<file path="src/rsm_pkg.sv">
// Constants, register map and types for the reference select and input monitor.
// Assumes a 32-bit classic Wishbone slave with word-aligned byte addresses.
package rsm_pkg;

    // Geometry of the block.
    localparam int NUM_REF  = 4;
    localparam int NUM_PLL  = 2;
    localparam int ADDR_W   = 8;
    localparam int DATA_W   = 32;
    localparam int TGT_W    = 17;
    localparam int VCNT_W   = 4;

    // Monitor clock: the PLL0 oscillator divided by eight, stood in for by clk_sys.
    localparam int MON_DIV        = 8;
    localparam int MON_DIV_W      = 3;
    localparam int VALID_EDGES    = 8;
    localparam logic [TGT_W-1:0] TGT_RST = 17'h00100;

    // Register byte offsets.
    localparam logic [ADDR_W-1:0] OFF_CTRL   = 8'h00;
    localparam logic [ADDR_W-1:0] OFF_PCFG0  = 8'h04;
    localparam logic [ADDR_W-1:0] OFF_PCFG1  = 8'h08;
    localparam logic [ADDR_W-1:0] OFF_STATUS = 8'h0c;
    localparam logic [ADDR_W-1:0] OFF_EVENT  = 8'h10;
    localparam logic [ADDR_W-1:0] OFF_MASK   = 8'h14;
    localparam logic [ADDR_W-1:0] OFF_TGT0   = 8'h20;

    // Control register fields.
    localparam int CTRL_BYPASS = 0;
    localparam int CTRL_GAPPED = 1;

    // Per-PLL configuration fields.
    localparam int PC_CHOICE  = 0;  // [1:0]
    localparam int PC_MANREF  = 2;  // [3:2]
    localparam int PC_REVERT  = 4;
    localparam int PC_SWMODE  = 5;
    localparam int PC_SLOPE   = 6;  // [7:6]
    localparam int PC_HSRC    = 8;  // [9:8]
    localparam int PC_PRIO    = 10; // [17:10], two bits per input
    localparam int PC_W       = 18;
    localparam logic [PC_W-1:0] PCFG_RST = 18'h39000;

    // Status register fields.
    localparam int ST_LOS   = 0;
    localparam int ST_SOFT  = 4;
    localparam int ST_STATE = 8;   // two bits per PLL
    localparam int ST_ACT   = 12;  // two bits per PLL
    localparam int ST_HOLD  = 16;
    localparam int EV_W     = 6;   // four LOS changes, two hold entries

    // Reference choice field codes.
    localparam logic [1:0] CHOICE_REG  = 2'h0;
    localparam logic [1:0] CHOICE_PIN  = 2'h1;
    localparam logic [1:0] CHOICE_AUTO = 2'h2;

    // Holdover source codes.
    localparam logic [1:0] HSRC_CENTRE  = 2'h0;
    localparam logic [1:0] HSRC_INSTANT = 2'h1;
    localparam logic [1:0] HSRC_FASTAVG = 2'h2;

    // Status codes of the PLL states.
    localparam logic [1:0] CODE_FREE = 2'h0;
    localparam logic [1:0] CODE_LOCK = 2'h1;
    localparam logic [1:0] CODE_HOLD = 2'h2;

    typedef enum logic [1:0] {ST_FREERUN, ST_LOCKED, ST_HOLDOVER} rsm_state_type;

endpackage

</file>
<file path="src/rsm_ref_select.sv">
// Reference selection, PLL state control and loss-of-signal monitor for two PLLs.
// Assumes one 250 MHz clock, a classic Wishbone master, and reference pins that are
// asynchronous to clk_sys and slow enough to be sampled by it.
//
// Behaviour
// - Both PLLs start in free-run after reset.
// - Automatic mode locks once an input is validated.
// - Active fails, none valid: enter holdover promptly.
// - Active fails, another valid: switch hitlessly.
// - Manual uses one input; failure means holdover.
// - Register or pin choice; pins pick inputs.
// - Priorities one to four; pick best valid.
// - Revertive switches to any better valid input.
// - Non-revertive keeps current while it stays valid.
// - Bypass routes input zero and one outward.
// - Monitor counters run at oscillator divided by eight.
// - Counter runs to target; input edge restarts.
// - First expiry: soft alarm, restart, freeze tracking; without gapped mode the PLL switches or enters holdover instead.
// - Second consecutive expiry declares loss of signal.
// - Monitor target is seventeen bits per input.
// - Loss clears after eight edges; errors restart.
// - Loss flags on pins; changes raise interrupt.
// - Gapped mode: holdover only after two periods.
// - Fast average holds latest offset, then slopes.
// - Holdover source: centre, instant or average.
// - Holdover sets hold alarm, pin and interrupt.
// - Per-PLL hitless or slope-limited switching with rate.
//
// The register addresses and the Wishbone slave port are this design's own decisions.
`timescale 1ns/1ps
module rsm_ref_select
    import rsm_pkg::*;
(
    input  wire logic                clk_sys,
    input  wire logic                rst_n,
    input  wire logic                wb_cyc_i,
    input  wire logic                wb_stb_i,
    input  wire logic                wb_we_i,
    input  wire logic [ADDR_W-1:0]   wb_adr_i,
    input  wire logic [DATA_W-1:0]   wb_dat_i,
    input  wire logic [3:0]          wb_sel_i,
    output logic      [DATA_W-1:0]   wb_dat_o,
    output logic                     wb_ack_o,
    input  wire logic [NUM_REF-1:0]  input_ref,
    input  wire logic [1:0]          pin_reference_select0,
    input  wire logic [1:0]          pin_reference_select1,
    output logic      [NUM_REF-1:0]  los_gpio,
    output logic      [NUM_PLL-1:0]  hold_gpio,
    output logic      [1:0]          pll0_state,
    output logic      [1:0]          pll1_state,
    output logic      [1:0]          pll0_active_ref,
    output logic      [1:0]          pll1_active_ref,
    output logic      [NUM_PLL-1:0]  track_freeze,
    output logic      [NUM_PLL-1:0]  phase_event,
    output logic      [NUM_PLL-1:0]  phase_hitless,
    output logic      [1:0]          pll0_phase_slope_rate,
    output logic      [1:0]          pll1_phase_slope_rate,
    output logic      [1:0]          pll0_holdover_source,
    output logic      [1:0]          pll1_holdover_source,
    output logic      [NUM_PLL-1:0]  hold_latest_offset,
    output logic                     loop_bypass,
    output logic                     out_divider_four,
    output logic                     out_divider_five,
    output logic                     interrupt_out_n
);

    // Picks the valid input with the smallest priority code; bit 2 says one was found.
    function automatic logic [2:0] pick_best(input logic [7:0] prio, input logic [3:0] ok);
        logic [2:0] res;
        res = 3'h0;
        for (int lvl = 3; lvl >= 0; lvl--) begin
            for (int i = 3; i >= 0; i--) begin
                if (ok[i] && prio[2*i +: 2] == 2'(lvl)) begin
                    res = {1'b1, 2'(i)};
                end
            end
        end
        return res;
    endfunction

    function automatic logic [1:0] state_code(input rsm_state_type s);
        logic [1:0] c;
        case (s)
            ST_LOCKED:   c = CODE_LOCK;
            ST_HOLDOVER: c = CODE_HOLD;
            default:     c = CODE_FREE;
        endcase
        return c;
    endfunction

    // Registers written by software.
    logic                 bypass_ff;
    logic                 gapped_ff;
    logic [PC_W-1:0]      pcfg_ff    [NUM_PLL];
    logic [TGT_W-1:0]     tgt_ff     [NUM_REF];
    logic [EV_W-1:0]      event_ff;
    logic [EV_W-1:0]      mask_ff;

    // Synchronisers and monitor state.
    logic [NUM_REF-1:0]   ref_s1_ff, ref_s2_ff, ref_s3_ff, ref_filt_ff;
    logic [3:0]           pin_s1_ff, pin_s2_ff, pin_s3_ff, pin_filt_ff;
    logic [MON_DIV_W-1:0] div_ff;
    logic                 mon_tick_ff;
    logic [TGT_W-1:0]     cnt_ff     [NUM_REF];
    logic [VCNT_W-1:0]    vcnt_ff    [NUM_REF];
    logic [NUM_REF-1:0]   soft_ff, los_ff, los_q_ff;

    // PLL control state.
    rsm_state_type        state_ff     [NUM_PLL];
    rsm_state_type        nxt_state    [NUM_PLL];
    logic [1:0]           act_ff       [NUM_PLL];
    logic [1:0]           nxt_act      [NUM_PLL];
    logic [NUM_PLL-1:0]   nxt_switch;
    logic [NUM_PLL-1:0]   hold_enter;
    logic [NUM_PLL-1:0]   slope_pend_ff;
    logic                 ack_ff;
    logic [DATA_W-1:0]    rdata_ff;

    // Input edges are counted only once the second and third stages agree.
    wire [NUM_REF-1:0] ref_rise   = ref_s2_ff & ref_s3_ff & ~ref_filt_ff;
    wire [NUM_REF-1:0] ref_agree  = ~(ref_s2_ff ^ ref_s3_ff);
    wire [3:0]         pin_agree  = ~(pin_s2_ff ^ pin_s3_ff);
    wire [1:0]         pin_sel [NUM_PLL] = '{pin_filt_ff[1:0], pin_filt_ff[3:2]};

    // An expiry is a monitor tick with no edge where the next count meets the target.
    logic [NUM_REF-1:0] expire;
    always_comb begin
        for (int i = 0; i < NUM_REF; i++) begin
            expire[i] = mon_tick_ff && !ref_rise[i] && ({1'b0, cnt_ff[i]} + 18'h1 >= {1'b0, tgt_ff[i]});
        end
    end

    // Without gapped mode a soft alarm already counts as failure; gapped mode waits for loss.
    wire [NUM_REF-1:0] ref_fail = gapped_ff ? los_ff : (los_ff | soft_ff);

    // Register bus decode.
    wire        wb_req   = wb_cyc_i && wb_stb_i && !ack_ff;
    wire        wb_wr    = wb_cyc_i && wb_stb_i && ack_ff && wb_we_i && (wb_sel_i == 4'hf); // Lands with the ack edge.
    wire        hit_ctrl = wb_adr_i == OFF_CTRL;
    wire        hit_pc0  = wb_adr_i == OFF_PCFG0;
    wire        hit_pc1  = wb_adr_i == OFF_PCFG1;
    wire        hit_ev   = wb_adr_i == OFF_EVENT;
    wire        hit_mask = wb_adr_i == OFF_MASK;
    wire        hit_tgt  = wb_adr_i[7:4] == OFF_TGT0[7:4] && wb_adr_i[1:0] == 2'h0;
    wire [1:0]  tgt_idx  = wb_adr_i[3:2];

    // Status word showing the block's own state.
    wire [DATA_W-1:0] status_word = {14'h0, (state_ff[1] == ST_HOLDOVER), (state_ff[0] == ST_HOLDOVER),
                                     act_ff[1], act_ff[0], state_code(state_ff[1]), state_code(state_ff[0]),
                                     soft_ff, los_ff};

    logic [DATA_W-1:0] rd_mux;
    always_comb begin
        case (wb_adr_i)
            OFF_CTRL:   rd_mux = {30'h0, gapped_ff, bypass_ff};
            OFF_PCFG0:  rd_mux = {14'h0, pcfg_ff[0]};
            OFF_PCFG1:  rd_mux = {14'h0, pcfg_ff[1]};
            OFF_STATUS: rd_mux = status_word;
            OFF_EVENT:  rd_mux = {26'h0, event_ff};
            OFF_MASK:   rd_mux = {26'h0, mask_ff};
            default:    rd_mux = hit_tgt ? {15'h0, tgt_ff[tgt_idx]} : 32'h0;
        endcase
    end

    // Single-cycle answer; unmapped addresses are acknowledged and read as zero.
    always_ff @(posedge clk_sys or negedge rst_n) begin
        if (!rst_n) begin
            ack_ff   <= 1'b0;
            rdata_ff <= 32'h0;
        end else begin
            ack_ff   <= wb_req;
            rdata_ff <= wb_req ? rd_mux : 32'h0;
        end
    end

    // Software-written configuration. Partial writes are ignored so fields never tear.
    always_ff @(posedge clk_sys or negedge rst_n) begin
        if (!rst_n) begin
            bypass_ff  <= 1'b0;
            gapped_ff  <= 1'b0;
            mask_ff    <= 6'h0;
            pcfg_ff[0] <= PCFG_RST;
            pcfg_ff[1] <= PCFG_RST;
            for (int i = 0; i < NUM_REF; i++) begin
                tgt_ff[i] <= TGT_RST;
            end
        end else if (wb_wr) begin
            if (hit_ctrl) begin
                bypass_ff <= wb_dat_i[CTRL_BYPASS];
                gapped_ff <= wb_dat_i[CTRL_GAPPED];
            end
            if (hit_pc0) pcfg_ff[0] <= wb_dat_i[PC_W-1:0];
            if (hit_pc1) pcfg_ff[1] <= wb_dat_i[PC_W-1:0];
            if (hit_mask) mask_ff <= wb_dat_i[EV_W-1:0];
            if (hit_tgt) tgt_ff[tgt_idx] <= wb_dat_i[TGT_W-1:0];
        end
    end

    // Event flags: hardware set wins over a write-one-to-clear in the same cycle.
    wire [EV_W-1:0] ev_set = {hold_enter, los_ff ^ los_q_ff};
    wire [EV_W-1:0] ev_clr = (wb_wr && hit_ev) ? wb_dat_i[EV_W-1:0] : 6'h0;
    always_ff @(posedge clk_sys or negedge rst_n) begin
        if (!rst_n) begin
            event_ff <= 6'h0;
            los_q_ff <= 4'h0;
        end else begin
            event_ff <= (event_ff & ~ev_clr) | ev_set;
            los_q_ff <= los_ff;
        end
    end

    // Three-stage synchronisers for reference and select pins.
    always_ff @(posedge clk_sys or negedge rst_n) begin
        if (!rst_n) begin
            ref_s1_ff   <= 4'h0;
            ref_s2_ff   <= 4'h0;
            ref_s3_ff   <= 4'h0;
            ref_filt_ff <= 4'h0;
            pin_s1_ff   <= 4'h0;
            pin_s2_ff   <= 4'h0;
            pin_s3_ff   <= 4'h0;
            pin_filt_ff <= 4'h0;
        end else begin
            ref_s1_ff   <= input_ref;
            ref_s2_ff   <= ref_s1_ff;
            ref_s3_ff   <= ref_s2_ff;
            ref_filt_ff <= (ref_filt_ff & ~ref_agree) | (ref_s2_ff & ref_agree);
            pin_s1_ff   <= {pin_reference_select1, pin_reference_select0};
            pin_s2_ff   <= pin_s1_ff;
            pin_s3_ff   <= pin_s2_ff;
            pin_filt_ff <= (pin_filt_ff & ~pin_agree) | (pin_s2_ff & pin_agree);
        end
    end

    // Monitor tick divider; the cnt_ff counters only advance on this enable.
    always_ff @(posedge clk_sys or negedge rst_n) begin
        if (!rst_n) begin
            div_ff      <= 3'h0;
            mon_tick_ff <= 1'b0;
        end else begin
            div_ff      <= div_ff + 3'h1;
            mon_tick_ff <= (div_ff == 3'(MON_DIV - 1));
        end
    end

    // One independent monitor per input, shared by both PLLs.
    always_ff @(posedge clk_sys or negedge rst_n) begin
        if (!rst_n) begin
            soft_ff <= 4'h0;
            los_ff  <= 4'h0;
            for (int i = 0; i < NUM_REF; i++) begin
                cnt_ff[i]  <= 17'h0;
                vcnt_ff[i] <= 4'h0;
            end
        end else begin
            for (int i = 0; i < NUM_REF; i++) begin
                if (ref_rise[i]) begin
                    cnt_ff[i]  <= 17'h0;
                    soft_ff[i] <= 1'b0;
                    if (los_ff[i] && vcnt_ff[i] == 4'(VALID_EDGES - 1)) begin
                        los_ff[i]  <= 1'b0;
                        vcnt_ff[i] <= 4'h0;
                    end else if (los_ff[i]) begin
                        vcnt_ff[i] <= vcnt_ff[i] + 4'h1;
                    end
                end else if (expire[i]) begin
                    cnt_ff[i]  <= 17'h0;
                    soft_ff[i] <= 1'b1;
                    if (soft_ff[i] || los_ff[i]) begin
                        los_ff[i]  <= 1'b1;
                        vcnt_ff[i] <= 4'h0;
                    end
                end else if (mon_tick_ff) begin
                    cnt_ff[i] <= cnt_ff[i] + 17'h1;
                end
            end
        end
    end

    // Next state and active input of each PLL.
    always_comb begin
        for (int p = 0; p < NUM_PLL; p++) begin
            logic [1:0] choice;
            logic [1:0] sel;
            logic [7:0] prio;
            logic [2:0] best;
            choice        = pcfg_ff[p][PC_CHOICE +: 2];
            prio          = pcfg_ff[p][PC_PRIO +: 8];
            sel           = (choice == CHOICE_PIN) ? pin_sel[p] : pcfg_ff[p][PC_MANREF +: 2];
            best          = pick_best(prio, ~ref_fail);
            nxt_state[p]  = state_ff[p];
            nxt_act[p]    = act_ff[p];
            nxt_switch[p] = 1'b0;
            case (state_ff[p])
                ST_FREERUN, ST_HOLDOVER: begin
                    if (choice == CHOICE_AUTO) begin
                        if (best[2]) begin
                            nxt_state[p] = ST_LOCKED;
                            nxt_act[p]   = best[1:0];
                        end
                    end else if (!ref_fail[sel]) begin
                        nxt_state[p] = ST_LOCKED;
                        nxt_act[p]   = sel;
                    end
                end
                ST_LOCKED: begin
                    if (choice == CHOICE_AUTO) begin
                        if (ref_fail[act_ff[p]]) begin
                            if (best[2]) begin
                                nxt_act[p]    = best[1:0];
                                nxt_switch[p] = 1'b1;
                            end else begin
                                nxt_state[p] = ST_HOLDOVER;
                            end
                        end else if (pcfg_ff[p][PC_REVERT] && best[2] &&
                                     prio[2*best[1:0] +: 2] < prio[2*act_ff[p] +: 2]) begin
                            nxt_act[p]    = best[1:0];
                            nxt_switch[p] = 1'b1;
                        end
                    end else if (ref_fail[sel]) begin
                        nxt_state[p] = ST_HOLDOVER;
                        nxt_act[p]   = sel;
                    end else if (sel != act_ff[p]) begin
                        nxt_act[p]    = sel;
                        nxt_switch[p] = 1'b1;
                    end
                end
                default: nxt_state[p] = ST_FREERUN;
            endcase
            hold_enter[p] = (nxt_state[p] == ST_HOLDOVER) && (state_ff[p] != ST_HOLDOVER);
        end
    end

    // PLL state registers and the outputs that follow them.
    always_ff @(posedge clk_sys or negedge rst_n) begin
        if (!rst_n) begin
            for (int p = 0; p < NUM_PLL; p++) begin
                state_ff[p] <= ST_FREERUN;
                act_ff[p]   <= 2'h0;
            end
            track_freeze       <= 2'h0;
            phase_event        <= 2'h0;
            phase_hitless      <= 2'h0;
            hold_latest_offset <= 2'h0;
            slope_pend_ff      <= 2'h0;
            hold_gpio          <= 2'h0;
        end else begin
            for (int p = 0; p < NUM_PLL; p++) begin
                state_ff[p]        <= nxt_state[p];
                act_ff[p]          <= nxt_act[p];
                hold_gpio[p]       <= nxt_state[p] == ST_HOLDOVER;
                track_freeze[p]    <= nxt_state[p] == ST_LOCKED && soft_ff[nxt_act[p]];
                phase_event[p]     <= nxt_switch[p] || (nxt_state[p] != state_ff[p]);
                if (nxt_switch[p] || nxt_state[p] != state_ff[p]) begin
                    phase_hitless[p] <= pcfg_ff[p][PC_SWMODE];
                end
                // Fast average first holds the latest offset until the next monitor tick, then slopes.
                if (hold_enter[p] && pcfg_ff[p][PC_HSRC +: 2] == HSRC_FASTAVG) begin
                    hold_latest_offset[p] <= 1'b1;
                    slope_pend_ff[p]      <= 1'b1;
                end else if (nxt_state[p] != ST_HOLDOVER || (slope_pend_ff[p] && mon_tick_ff)) begin
                    hold_latest_offset[p] <= 1'b0;
                    slope_pend_ff[p]      <= 1'b0;
                end
            end
        end
    end

    // Flopped pin outputs, codes and bypass routing.
    always_ff @(posedge clk_sys or negedge rst_n) begin
        if (!rst_n) begin
            los_gpio              <= 4'h0;
            pll0_state            <= CODE_FREE;
            pll1_state            <= CODE_FREE;
            pll0_active_ref       <= 2'h0;
            pll1_active_ref       <= 2'h0;
            pll0_phase_slope_rate <= 2'h0;
            pll1_phase_slope_rate <= 2'h0;
            pll0_holdover_source  <= HSRC_CENTRE;
            pll1_holdover_source  <= HSRC_CENTRE;
            loop_bypass           <= 1'b0;
            out_divider_four      <= 1'b0;
            out_divider_five      <= 1'b0;
            interrupt_out_n       <= 1'b1;
        end else begin
            los_gpio              <= los_ff;
            pll0_state            <= state_code(nxt_state[0]);
            pll1_state            <= state_code(nxt_state[1]);
            pll0_active_ref       <= nxt_act[0];
            pll1_active_ref       <= nxt_act[1];
            pll0_phase_slope_rate <= pcfg_ff[0][PC_SLOPE +: 2];
            pll1_phase_slope_rate <= pcfg_ff[1][PC_SLOPE +: 2];
            pll0_holdover_source  <= pcfg_ff[0][PC_HSRC +: 2];
            pll1_holdover_source  <= pcfg_ff[1][PC_HSRC +: 2];
            loop_bypass           <= bypass_ff;
            out_divider_four      <= bypass_ff & ref_filt_ff[0];
            out_divider_five      <= bypass_ff & ref_filt_ff[1];
            interrupt_out_n       <= ~|(event_ff & mask_ff);
        end
    end

    assign wb_ack_o = ack_ff;
    assign wb_dat_o = rdata_ff;

endmodule // rsm_ref_select

</file>
<file path="config.mk">
export PLATFORM = sky130hd
export DESIGN_NAME = rsm_ref_select
export DESIGN_NICKNAME = d
export VERILOG_FILES = /design/src/rsm_pkg.sv /design/src/rsm_ref_select.sv
export SDC_FILE = /design/constraint.sdc
export NUM_CORES = 1
export LEC_CHECK = 0
export BUFFER_PORTS_ARGS = -buffer_cell sky130_fd_sc_hd__buf_2
export CORE_MARGIN = 2
export CORE_UTILIZATION = 40
export DETAILED_ROUTE_END_ITERATION = 10
export GPL_TIMING_DRIVEN = 0
export MAX_ROUTING_LAYER = met4
export RECOVER_POWER = 50
export SETUP_SLACK_MARGIN = 0.2
export SYNTH_ARGS = -nofsm -noshare
export SYNTH_HDL_FRONTEND = slang
export SYNTH_SLANG_ARGS = --single-unit
</file>
<file path="constraint.sdc">
create_clock -name clk_sys -period 4.75 [get_ports clk_sys]
set_input_delay 0.475 -clock clk_sys [delete_from_list [all_inputs] [get_ports clk_sys]]
set_output_delay 0.475 -clock clk_sys [all_outputs]
set_load 0.01 [all_outputs]
</file>
Word-level counts from Yosys, hierarchy flattened
Cells that the tools add are included.

operators by class
  add/subtract/negate cells = 13
  $mul = 0
  divide/modulo/power cells = 0
  order comparisons = 14
  equality and inequality tests = 66
  shift operators = 4
  mux-type cells = 169
  bitwise operators = 25
  reduce and logical (&&, ||, !) cells = 120

operator list
  operator                                                    count
  two-way mux 17 bit                                          16
  one-hot mux 18 bit (6 select lines)                         1
  two-way mux 3 bit                                           32
  two-way mux 4 bit                                           21
  adder 17 x 1 -> 18 bit, second input constant               4
  >= comparator 18 x 17 -> 1 bit                              4
  adder 17 x 1 -> 17 bit, second input constant               4
  bitwise mux 68 bit                                          1
  logical AND 1 bit                                           64
  two-way mux 2 bit                                           32
  == test 2 bit, second input constant                        24
  two-way mux 1 bit                                           48
  binary-select mux 17 bit (select 2 bit)                     1
  demux 17 bit (select 2 bit)                                 1
  two-way mux 32 bit                                          1
  one-hot mux 2 bit (2 select lines)                          8
  indexed part select 8 x 4 -> 2 bit                          4
  == test 2 x 1 -> 1 bit, second input constant               14
  AND 4 bit                                                   6
  NOT 4 bit                                                   6
  AND reduction 3 bit                                         8
  zero test 2 bit                                             11
  nonzero test 2 bit                                          10
  less-than comparator 2 x 3 -> 1 bit, second input constant  6
  32 further kinds                                            84

storage, ports and cells
  bits in registers = 317
  bits in latches = 0
  memory bits (writable) = 0
  ROM bits = 0
  bits of input ports = 57
  output and inout bits = 67
  word-level logic and storage cells = 471
  memories kept = 0

Depth between registers and ports, before layout
Gate-level depths: netlist of the first run.

  depth in word-level cells = 30
  mapped depth = 21
  depth with buffers taken out = 19

Least setup slack after synthesis of the first run
OpenSTA, ideal clock, no wires.

  path kind = flip-flop to flip-flop
  from = register gapped_ff
  to = register track_freeze[1]
  setup time = 0.120 ns
  data arrival time = 4.089 ns
  data required time = 4.630 ns
  path slack = 0.540 ns
  stages on the path, launching flop included = 18
  buffers on the path = 2
  period minus slack after synthesis = 4.210 ns
  cells stage by stage = dfrtp_1 > nor2b_1 > clkbuf_1 > or2_0 > clkbuf_1 > o221ai_1 > a32oi_1 > mux2_2 > a2bb2oi_1 > o21ai_0 > ha_1 > or4bb_1 > a21oi_1 > and4b_1 > o21ai_0 > o211ai_1 > mux2_2 > o211a_1

RTL lines
  item                            RTL line               text
  start: declaration              rsm_ref_select.sv:93   logic gapped_ff;
  start signal: assignment        rsm_ref_select.sv:190  gapped_ff <= wb_dat_i[CTRL_GAPPED];
  end signal: indexed assignment  rsm_ref_select.sv:352  track_freeze[p] <= nxt_state[p] == ST_LOCKED && soft_ff[nxt_act[p]];
  end: declaration                rsm_ref_select.sv:53   output logic [NUM_PLL-1:0] track_freeze,

==> parameters.txt, run 1 <==
Parameter                              Value

Status
  Status ... finished with violations
  Violations in the final reports ... max-capacitance violations, max-slew violations

Routing
  Remaining antenna violation count ... 0
  Total routed wire length on the met1 layer ... 22200 um
  Met3 Routed Length ... 2660 um
  Post-Route WL ... 50400 um
  Routed met2 length ... 23900 um
  Number of iterations in the first detailed-routing pass ... 6
  Number of vias after detailed routing ... 13700
  Number of DRC violations after detailed routing ... 0
  Routed len/inst ... 21.0 um
  DR vias/cell ... roughly 5.7
  Iteration-0 DRC Markers ... 1125
  Topmost layer with routed signal wires ... met4

Worst setup path
  Endpoint of the most critical register-to-register path ... track_freeze[1]$_DFF_PN0_
  Critical path startpoint ... los_ff[0]$_DFFE_PN0P_
  Worst-path cell with the longest stage delay ... sky130_fd_sc_hd__or4b_2
  Req. time, crit path ... 5.20 ns
  Ordered cell list for the critical path ... buf_2 > or4b_2 > o221ai_1 > nand2_2 > nand2_1 > nand2_1 > a2bb2oi_1 > o21ai_0 > ha_1 > or4bb_1 > a21oi_1 > and4b_1 > o21ai_0 > o211ai_1 > mux2_2 > o211a_1
  Flop-to-flop setup slack ... about 0.31 ns
  Critical path start-end classification ... flop to flop
  Path length in cells of the critical path ... 16
  WP buf/inv ... 1
  Reg2Reg Launch Point ... los_ff[0]$_DFFE_PN0P_
  Critical Path Fanout Max ... 10
  Number of cells traversed by the worst register-to-register path ... 16
  Startpoint class of the critical path ... flop
  CP Capture Type ... flop
  Maximum single-stage delay on the critical path ... 0.68 ns
  Arr. time, crit path ... 4.88 ns
  End point of the critical path ... track_freeze[1]$_DFF_PN0_
  Critical path's top delay family ... simple AND/OR/NAND/NOR gates

Cells and area
  Number of fill cells in the layout ... 3931
  Post-route core utilization ... 47.3%
  Antenna diode count ... 0
  Total Nets Final ... 1972
  Most used cells in the layout excluding fill and tap cells ... 284 x sky130_fd_sc_hd__dfrtp_1, 155 x sky130_fd_sc_hd__nand2_1, 106 x sky130_fd_sc_hd__mux2_2
  Synth-to-layout area growth ... 16.7%
  Most common cell after layout, fill and taps aside ... sky130_fd_sc_hd__dfrtp_1
  Multi-input logic area ... 0.00889 mm2
  Proportion of layout cells with a drive suffix above 1 ... 19.8%
  Sequential standard cell area ... 0.00755 mm2

STA
  Setup WS post-layout ... 0.315 ns
  Number of hold violations in the final report ... 0
  RSZ-0062 raised after global routing ... true
  Relative max-transition margin ... -101%
  Worst Max-Slew Pin Slew ... 3.02 ns
  Tcrit/Tclk final ... between 90% and 100%
  Endpoints failing setup ... 0
  Max-slew violations ... 50
  Setup tns final ... 0 ns
  Clock tree skew after final layout ... 0.0330 ns
  Minimum period implied by the final worst setup slack ... 4.44 ns
  Max Clk Rate ... roughly 230 MHz

Clocking
  CTS buffer count ... 36
  Clk buf depth ... 3
  Clock network latency to the later pin of the worst-skew pair ... 0.57 ns
  Htree depth ... 2
  CTS clk-pin slew, worst paths ... 0.06 ns
  Number of clock sinks seen by CTS ... 301
  Root buffer cell ... sky130_fd_sc_hd__clkbuf_16
  CTS tree ... yes

Placed design
  Global placer's final weighted congestion ... 0.950
  Half-perimeter wire length of the detailed placement result ... 37800 um
  # port buffers ... 93
  Pre-CTS setup slack ... -0.659 ns

Logic synthesis
  Number of warnings issued by yosys ... 0
  Top_reg_cell synth ... sky130_fd_sc_hd__dfrtp_1
  Synthesized instance count ... around 1700
  Yosys cell types ... 95
  EDFF count, synth ... 0
  Portion of the post-synthesis area used by sequential elements ... 44.4%
  Mapped Avg Cell Area ... 10.2 um2
  Proportion of synthesized flip-flops having asynchronous set or reset ... 100%
  Mapped Area ... 0.0170 mm2
  Number of register bits inferred by synthesis ... 301

Floorplan
  Core Box Area ... 0.0419 mm2
  Number of top-level pins ... 124
  Starting Density ... between 40% and 50%
  Overall die area ... approximately 0.044 mm2
  Die width ... 210 um
  Floorplan row count ... 75
  Vert. Die Dim ... 210 um

Pwr
  Static leakage ... ~9 nW
  Maximum vdd drop ... 0.242 mV
  Pwr per Cell Area ... 316 mW/mm2
  Overall power of the completed layout ... ~6.3 mW

Global routing
  Wire length of the first global-routing pass ... 78500 um
  Maximum number of pins on one net before global-route repair ... 99
  Antenna violations before repair ... 1
  Overall track demand over capacity in global routing ... between 20% and 30%
  Vias in the first global route ... 13500
  Global-route congestion overflow total ... 0

Min path
  Number of stages on the worst hold path ... 1
  Path category of the worst min-delay check ... input pin to flop
  Worst hold start ... input_ref[3]

Run
  Maximum Capacitance Violations ... 1
[timing repair]
item	in CTS	in global routing
buffers inserted	1	13
hold buffers	5	0
pin swaps	2	13
endpoints found under the hold margin	53	0
resized for setup	15	64
setup endpoints to repair	7	45
[kinds of logic (layout without fill, tap and decap cells)]
logic type | count (synthesis) | after routing | share of synthesized area (%)
other | 1 | 14 | 0.0220
DFF | 301 | 301 | 44.4
xor gates and xnor gates | 74 | 74 | 3.81
muxes | 143 | 143 | 10.9
AOI/OAI and AO/OA | 391 | 391 | 15.2
and+or+nand+nor | 478 | 478 | 14.3
adders and majority gates | 88 | 88 | 6.41
buffers and inverters | 193 | 369 | 4.92
[through the flow]
step / cell area (um2) / hold slack, ns / cells
floorplan: 17100 / 0.179 / 1682
global placement: 18200 / 0.334 / 2314
detailed placement: 18300 / 0.336 / 2317
CTS: 19700 / 0.000802 / 2387
global route: 19900 / 0.00511 / 2397
finish: 19900 / 0.0229 / 2397
[power breakdown]
part | internal, mW | switching [mW] | total, mW
combinational | 0.225 | 0.396 | 0.621
sequential | 2.66 | 0.0991 | 2.76
clock | 1.75 | 1.14 | 2.89
total | 4.64 | 1.63 | 6.27
[how the worst min path moves through the flow]
stage                                         to  slack [ns]
final                     ref_s1_ff[3]$_DFF_PN0_        0.02
after global routing      ref_s1_ff[3]$_DFF_PN0_       0.005
after CTS                 ref_s1_ff[3]$_DFF_PN0_      0.0008
after detailed placement  ref_s2_ff[0]$_DFF_PN0_        0.34
after global placement    pin_s2_ff[2]$_DFF_PN0_        0.33
after floorplan                        async pin        0.18
[layout make-up]
class | count | share of cell area (%)
clock buffer | 51 | 5.44
inverter | 98 | 1.85
timing repair buffer | 115 | 3.18
tap | 539 | 3.40
sequential | 301 | 38.0
clock inverter | 14 | 0.863
multi-input combinational | 1188 | 44.8
buffer | 91 | 2.42
[flip-flops by register name, indices dropped and copies added, names as in the netlist, 3 cells and up, named ones only]
register	flops
div_ff	3
ref_s3_ff	4
los_ff	4
los_gpio	4
pcfg_ff	36
state_ff	4
pin_s3_ff	4
ref_s1_ff	4
mask_ff	6
wb_dat_o	18
pin_s2_ff	4
tgt_ff	68
event_ff	6
ref_s2_ff	4
pin_s1_ff	4
vcnt_ff	16
soft_ff	4
cnt_ff	68
[layer usage]
| layer | track usage, % | vias to the layer above |
|---|---|---|
| met5 | - | - |
| met4 | 8.56 | 0 |
| met3 | 2.82 | 98 |
| met2 | 38.1 | 437 |
| met1 | 31.0 | 6879 |
| li1 | - | 6333 |
[worst reg2reg max path: stages, from the launching register on]
cell and delay (ns):
sky130_fd_sc_hd__dfrtp_1 0.52, sky130_fd_sc_hd__buf_2 0.29, sky130_fd_sc_hd__or4b_2 0.68, sky130_fd_sc_hd__o221ai_1 0.12
sky130_fd_sc_hd__nand2_2 0.16, sky130_fd_sc_hd__nand2_1 0.09, sky130_fd_sc_hd__nand2_1 0.12, sky130_fd_sc_hd__a2bb2oi_1 0.18
sky130_fd_sc_hd__o21ai_0 0.12, sky130_fd_sc_hd__ha_1 0.22, sky130_fd_sc_hd__or4bb_1 0.55, sky130_fd_sc_hd__a21oi_1 0.15
sky130_fd_sc_hd__and4b_1 0.22, sky130_fd_sc_hd__o21ai_0 0.09, sky130_fd_sc_hd__o211ai_1 0.22, sky130_fd_sc_hd__mux2_2 0.39
sky130_fd_sc_hd__o211a_1 0.22
[synth_stat cells (all sizes together) (35+ instances only)]
library cell / count / area share, %
nand3: 60 / 1.8
mux2: 106 / 7.0
buf: 37 / 1.5
a21oi: 92 / 2.7
dfrtp: 288 / 42
clkbuf: 58 / 1.3
nor2: 72 / 1.6
nand2: 158 / 3.5
xnor2: 39 / 2.0
ha: 84 / 6.2
inv: 98 / 2.2
xor2: 35 / 1.8
o21ai: 103 / 3.0
Power figures use the tool's default switching activity.
==> inputs of run 2 (changes only) <==
ABC_AREA = 1   (was not set)
==> parameters.txt, run 2 <==
Parameter                              Value

Logic synthesis
  Parity-gate share of the synthesized area counting xor and xnor cells ... 2.69% (was 3.81%)
  Synthesized instance count ... 1991 (was 1669)
  Yosys cell types ... 57 (was 95)
  Portion of the post-synthesis area used by sequential elements ... 46.4% (was 44.4%)
  Arithmetic-cell share of the synthesized area counting full adders, half adders and majority gates ... 6.70% (was 6.41%)
  EDFF count, synth ... 0 (unchanged)
  Mapped Avg Cell Area ... 8.18 um2 (was 10.2 um2)
  Most area-consuming cells after synthesis ... sky130_fd_sc_hd__dfrtp_1 44%, sky130_fd_sc_hd__nand2_1 8.1%, sky130_fd_sc_hd__inv_1 7.6% (was sky130_fd_sc_hd__dfrtp_1 42%, sky130_fd_sc_hd__mux2_2 7.0%, sky130_fd_sc_hd__ha_1 6.2%)
  Compound-gate portion of the synthesized area ... 15.8% (was 15.2%)
  Dominant combinational cell family by area after synthesis ... simple AND/OR/NAND/NOR gates (was compound AO/OA/AOI/OAI gates)
  Portion of netlist area occupied by mux cells ... 0.338% (was 10.9%)
  Most numerous cell in the Yosys netlist ... sky130_fd_sc_hd__nand2_1 (was sky130_fd_sc_hd__dfrtp_1)
  Top-area cell type share of the netlist area ... 44.3% (was 42.4%)
  Simple-Gate Fraction of Synth Area ... 18.3% (was 14.3%)
  Number of warnings issued by yosys ... 0 (unchanged)
  Top_reg_cell synth ... sky130_fd_sc_hd__dfrtp_1 (unchanged)
  Number of register bits inferred by synthesis ... 301 (unchanged)
  Library cell occupying the most area in the post-synthesis netlist ... sky130_fd_sc_hd__dfrtp_1 (unchanged)
  Mapped Area ... 0.0163 mm2 (was 0.0170 mm2)
  Leading cell types by count after synthesis ... 350 x sky130_fd_sc_hd__nand2_1, 328 x sky130_fd_sc_hd__inv_1, 288 x sky130_fd_sc_hd__dfrtp_1 (was 288 x sky130_fd_sc_hd__dfrtp_1, 158 x sky130_fd_sc_hd__nand2_1, 106 x sky130_fd_sc_hd__mux2_2)
  Proportion of synthesized flip-flops having asynchronous set or reset ... 100% (unchanged)

Clocking
  Htree depth ... 2 (unchanged)
  Root buffer cell ... sky130_fd_sc_hd__clkbuf_16 (unchanged)
  Post-CTS repair timing setup buffer count ... 0 (was 1)
  CTS buffer count ... 36 (unchanged)
  Clock network latency to the later pin of the worst-skew pair ... 0.55 ns (was 0.57 ns)
  Clk buf depth ... 3 (unchanged)
  CTS clk-pin slew, worst paths ... 0.06 ns (about the same)
  Number of clock sinks seen by CTS ... 301 (unchanged)
  CTS tree ... yes (unchanged)

Cells and area
  Most common cell after layout, fill and taps aside ... sky130_fd_sc_hd__nand2_1 (was sky130_fd_sc_hd__dfrtp_1)
  Most used cells in the layout excluding fill and tap cells ... 350 x sky130_fd_sc_hd__nand2_1, 328 x sky130_fd_sc_hd__inv_1, 288 x sky130_fd_sc_hd__dfrtp_1 (was 284 x sky130_fd_sc_hd__dfrtp_1, 155 x sky130_fd_sc_hd__nand2_1, 106 x sky130_fd_sc_hd__mux2_2)
  Total Nets Final ... 2280 (was 1972)
  Leading registers by flop count ... cnt_ff x68, tgt_ff x68, pcfg_ff x36 (unchanged)
  Number of fill cells in the layout ... 3967 (was 3931)
  Proportion of layout cells with a drive suffix above 1 ... 8.26% (was 19.8%)
  Synth-to-layout area growth ... 14.4% (was 16.7%)
  Summed area of non-filler cells in the final layout ... 0.0186 mm2 (was 0.0199 mm2)

Global routing
  Wire length of the first global-routing pass ... 76300 um (was 78500 um)
  Vias in the first global route ... 13600 (was 13500)
  Global-route congestion overflow total ... 0 (unchanged)
  Maximum number of pins on one net before global-route repair ... 122 (was 99)
  Antenna violations before repair ... 1 (unchanged)
  Overall track demand over capacity in global routing ... 24.1% (was 23.7%)

Worst setup path
  Req. time, crit path ... 5.17 ns (was 5.20 ns)
  Flop-to-flop setup slack ... 0.74 ns (was 0.31 ns)
  Critical path startpoint ... cnt_ff[34]$_DFFE_PN0P_ (was los_ff[0]$_DFFE_PN0P_)
  WP buf/inv ... 2 (was 1)
  Critical path's top delay family ... simple AND/OR/NAND/NOR gates (unchanged)
  Reg2Reg Launch Point ... cnt_ff[34]$_DFFE_PN0P_ (was los_ff[0]$_DFFE_PN0P_)
  Arr. time, crit path ... 4.43 ns (was 4.88 ns)
  Critical Path Fanout Max ... 10 (unchanged)
  Worst-path cell with the longest stage delay ... sky130_fd_sc_hd__dfrtp_1 (was sky130_fd_sc_hd__or4b_2)
  Maximum single-stage delay on the critical path ... 0.39 ns (was 0.68 ns)
  Most prevalent standard cell on the critical path ... sky130_fd_sc_hd__nand2_1
  Critical path start-end classification ... flop to flop (unchanged)
  Ordered cell list for the critical path ... inv_1 > nor3_1 > nand3_1 > nor2_1 > nand2_1 > nor3_1 > xor2_1 > ha_1 > nand2_1 > nor2_1 > nand4_1 > or2_2 > o2111ai_1 > a21oi_1 > nor2_1 > o21a_1 > o21ai_0 > nand2_1 > nand2_1 > nand2_1 > clkbuf_2 > o21ai_0 (was buf_2 > or4b_2 > o221ai_1 > nand2_2 > nand2_1 > nand2_1 > a2bb2oi_1 > o21ai_0 > ha_1 > or4bb_1 > a21oi_1 > and4b_1 > o21ai_0 > o211ai_1 > mux2_2 > o211a_1)
  Startpoint class of the critical path ... flop (unchanged)
  CP Capture Type ... flop (unchanged)

Placed design
  # port buffers ... 94 (was 93)
  Global placer's final weighted congestion ... 0.955 (was 0.950)
  Pre-CTS setup slack ... 0.538 ns (was -0.659 ns)
  Cell area after placement ... 0.0175 mm2 (was 0.0183 mm2)
  Half-perimeter wire length of the detailed placement result ... 37000 um (was 37800 um)

STA
  Tcrit/Tclk final ... 84.5% (was 93.4%)
  Clock tree skew after final layout ... 0.0179 ns (was 0.0330 ns)
  Worst Max-Slew Pin Slew ... 2.52 ns (was 3.02 ns)
  RSZ-0062 raised after global routing ... false (was true)
  Endpoints failing setup ... 0 (unchanged)
  Setup tns final ... 0 ns (unchanged)
  Setup WS post-layout ... 0.737 ns (was 0.315 ns)
  Max-slew violations ... 95 (was 50)
  Final worst hold slack ... 0.0369 ns (was 0.0229 ns)
  Minimum period implied by the final worst setup slack ... 4.01 ns (was 4.44 ns)
  Max Clk Rate ... 249 MHz (was 225 MHz)
  Relative max-transition margin ... -68.0% (was -101%)
  Number of hold violations in the final report ... 0 (unchanged)

Routing
  Iteration-0 DRC Markers ... 1086 (was 1125)
  Total routed wire length on the met1 layer ... 21600 um (was 22200 um)
  DR vias/cell ... 5.33 (was 5.74)
  Met3 Routed Length ... 3990 um (was 2660 um)
  Topmost layer with routed signal wires ... met4 (unchanged)
  Number of DRC violations after detailed routing ... 0 (unchanged)
  Routed len/inst ... 18.2 um (was 21.0 um)
  Remaining antenna violation count ... 0 (unchanged)
  Number of vias after detailed routing ... 14300 (was 13700)
  Routed met2 length ... 21700 um (was 23900 um)
  Post-Route WL ... 48900 um (was 50400 um)
  Number of iterations in the first detailed-routing pass ... 5 (was 6)

Run
  Maximum Capacitance Violations ... 1 (unchanged)

Floorplan
  Core Box Area ... 0.0399 mm2 (was 0.0419 mm2)
  Starting Density ... 40.8% (was 40.5%)
  Die width ... 206 um (was 210 um)
  Overall die area ... 0.0423 mm2 (was 0.0442 mm2)
  Floorplan row count ... 73 (was 75)
  Vert. Die Dim ... 206 um (was 210 um)
  Number of top-level pins ... 124 (unchanged)

Min path
  Path category of the worst min-delay check ... input pin to flop (unchanged)
  Worst hold start ... pin_reference_select0[0] (was input_ref[3])

Pwr
  Pwr per Cell Area ... 340 mW/mm2 (was 316 mW/mm2)
  Maximum vdd drop ... 0.241 mV (was 0.242 mV)
  Static leakage ... 8.82 nW (was 9.06 nW)

Status
  Status ... finished with violations (unchanged)
  Violations in the final reports ... max-capacitance violations, max-slew violations (unchanged)
==> run 2: stage by stage <==
stage,total power [mW],instances,util (%)
floorplan,3.28,2004,-
global placement,3.64,2623,43.7
detailed placement,3.66,2625,43.9
CTS,6.41,2691,46.8
global route,6.60,2692,46.6
finish,6.33,2692,46.6
==> run 2: area by class of cell <==
class / instances / area (um2) / share of cell area [%]
Antenna cell: 1 / 2.50 / 0.0134
Buffer: 64 / 319 / 1.71
Clock buffer: 56 / 1040 / 5.56
Clock inverter: 9 / 129 / 0.692
Inverter: 338 / 1270 / 6.81
Multi-Input combinational cell: 1301 / 7210 / 38.7
Sequential cell: 301 / 7550 / 40.5
Tap cell: 525 / 657 / 3.53
Timing Repair Buffer: 97 / 449 / 2.41
==> run 2: power by group <==
group / internal, mW / switching, mW
Combinational: 0.231 / 0.539
Sequential: 2.70 / 0.143
Clock: 1.62 / 1.10
==> run 2: routing by layer <==
| layer | up-vias | global-route usage (%) |
|---|---|---|
| met4 | 0 | 8.63 |
| met5 | - | - |
| met3 | 105 | 5.24 |
| met2 | 497 | 36.3 |
| li1 | 6874 | - |
| met1 | 6859 | 32.1 |
==> run 2: worst paths after layout <==
path | to | cells past startpoint
worst max register to register | cnt_ff[48]$_DFFE_PN0P_ | 22
worst min-delay path | pin_s1_ff[0]$_DFF_PN0_ | 1
min in group asynchronous | pin_s1_ff[2]$_DFF_PN0_ | 2
worst min register to register | pin_s2_ff[1]$_DFF_PN0_ | 0
worst max-delay path | cnt_ff[48]$_DFFE_PN0P_ | 22
max in group asynchronous | cnt_ff[50]$_DFFE_PN0P_ | 3
==> run 2: logic make-up after synthesis <==
logic type      after synthesis
fa+ha+maj                    88
simple gates                685
flops                       301
compound gates              459
buf+inv                     402
xor+xnor                     50
mux                           5
other cells                   1
==> run 2: worst reg2reg max path: stages, from the launching register on <==
cell and delay, ns:
sky130_fd_sc_hd__dfrtp_1 0.39, sky130_fd_sc_hd__inv_1 0.09, sky130_fd_sc_hd__nor3_1 0.25, sky130_fd_sc_hd__nand3_1 0.17
sky130_fd_sc_hd__nor2_1 0.12, sky130_fd_sc_hd__nand2_1 0.10, sky130_fd_sc_hd__nor3_1 0.33, sky130_fd_sc_hd__xor2_1 0.16
sky130_fd_sc_hd__ha_1 0.33, sky130_fd_sc_hd__nand2_1 0.08, sky130_fd_sc_hd__nor2_1 0.15, sky130_fd_sc_hd__nand4_1 0.10
sky130_fd_sc_hd__or2_2 0.30, sky130_fd_sc_hd__o2111ai_1 0.09, sky130_fd_sc_hd__a21oi_1 0.09, sky130_fd_sc_hd__nor2_1 0.09
sky130_fd_sc_hd__o21a_1 0.10, sky130_fd_sc_hd__o21ai_0 0.07, sky130_fd_sc_hd__nand2_1 0.07, sky130_fd_sc_hd__nand2_1 0.21
sky130_fd_sc_hd__nand2_1 0.22, sky130_fd_sc_hd__clkbuf_2 0.27, sky130_fd_sc_hd__o21ai_0 0.12
==> run 2: repair_timing <==
action	4_1_cts	5_1_grt
endpoints found under the hold margin	8	0
gates resized for setup	0	6
hold buffers	1	0
endpoints found under the setup margin	0	30
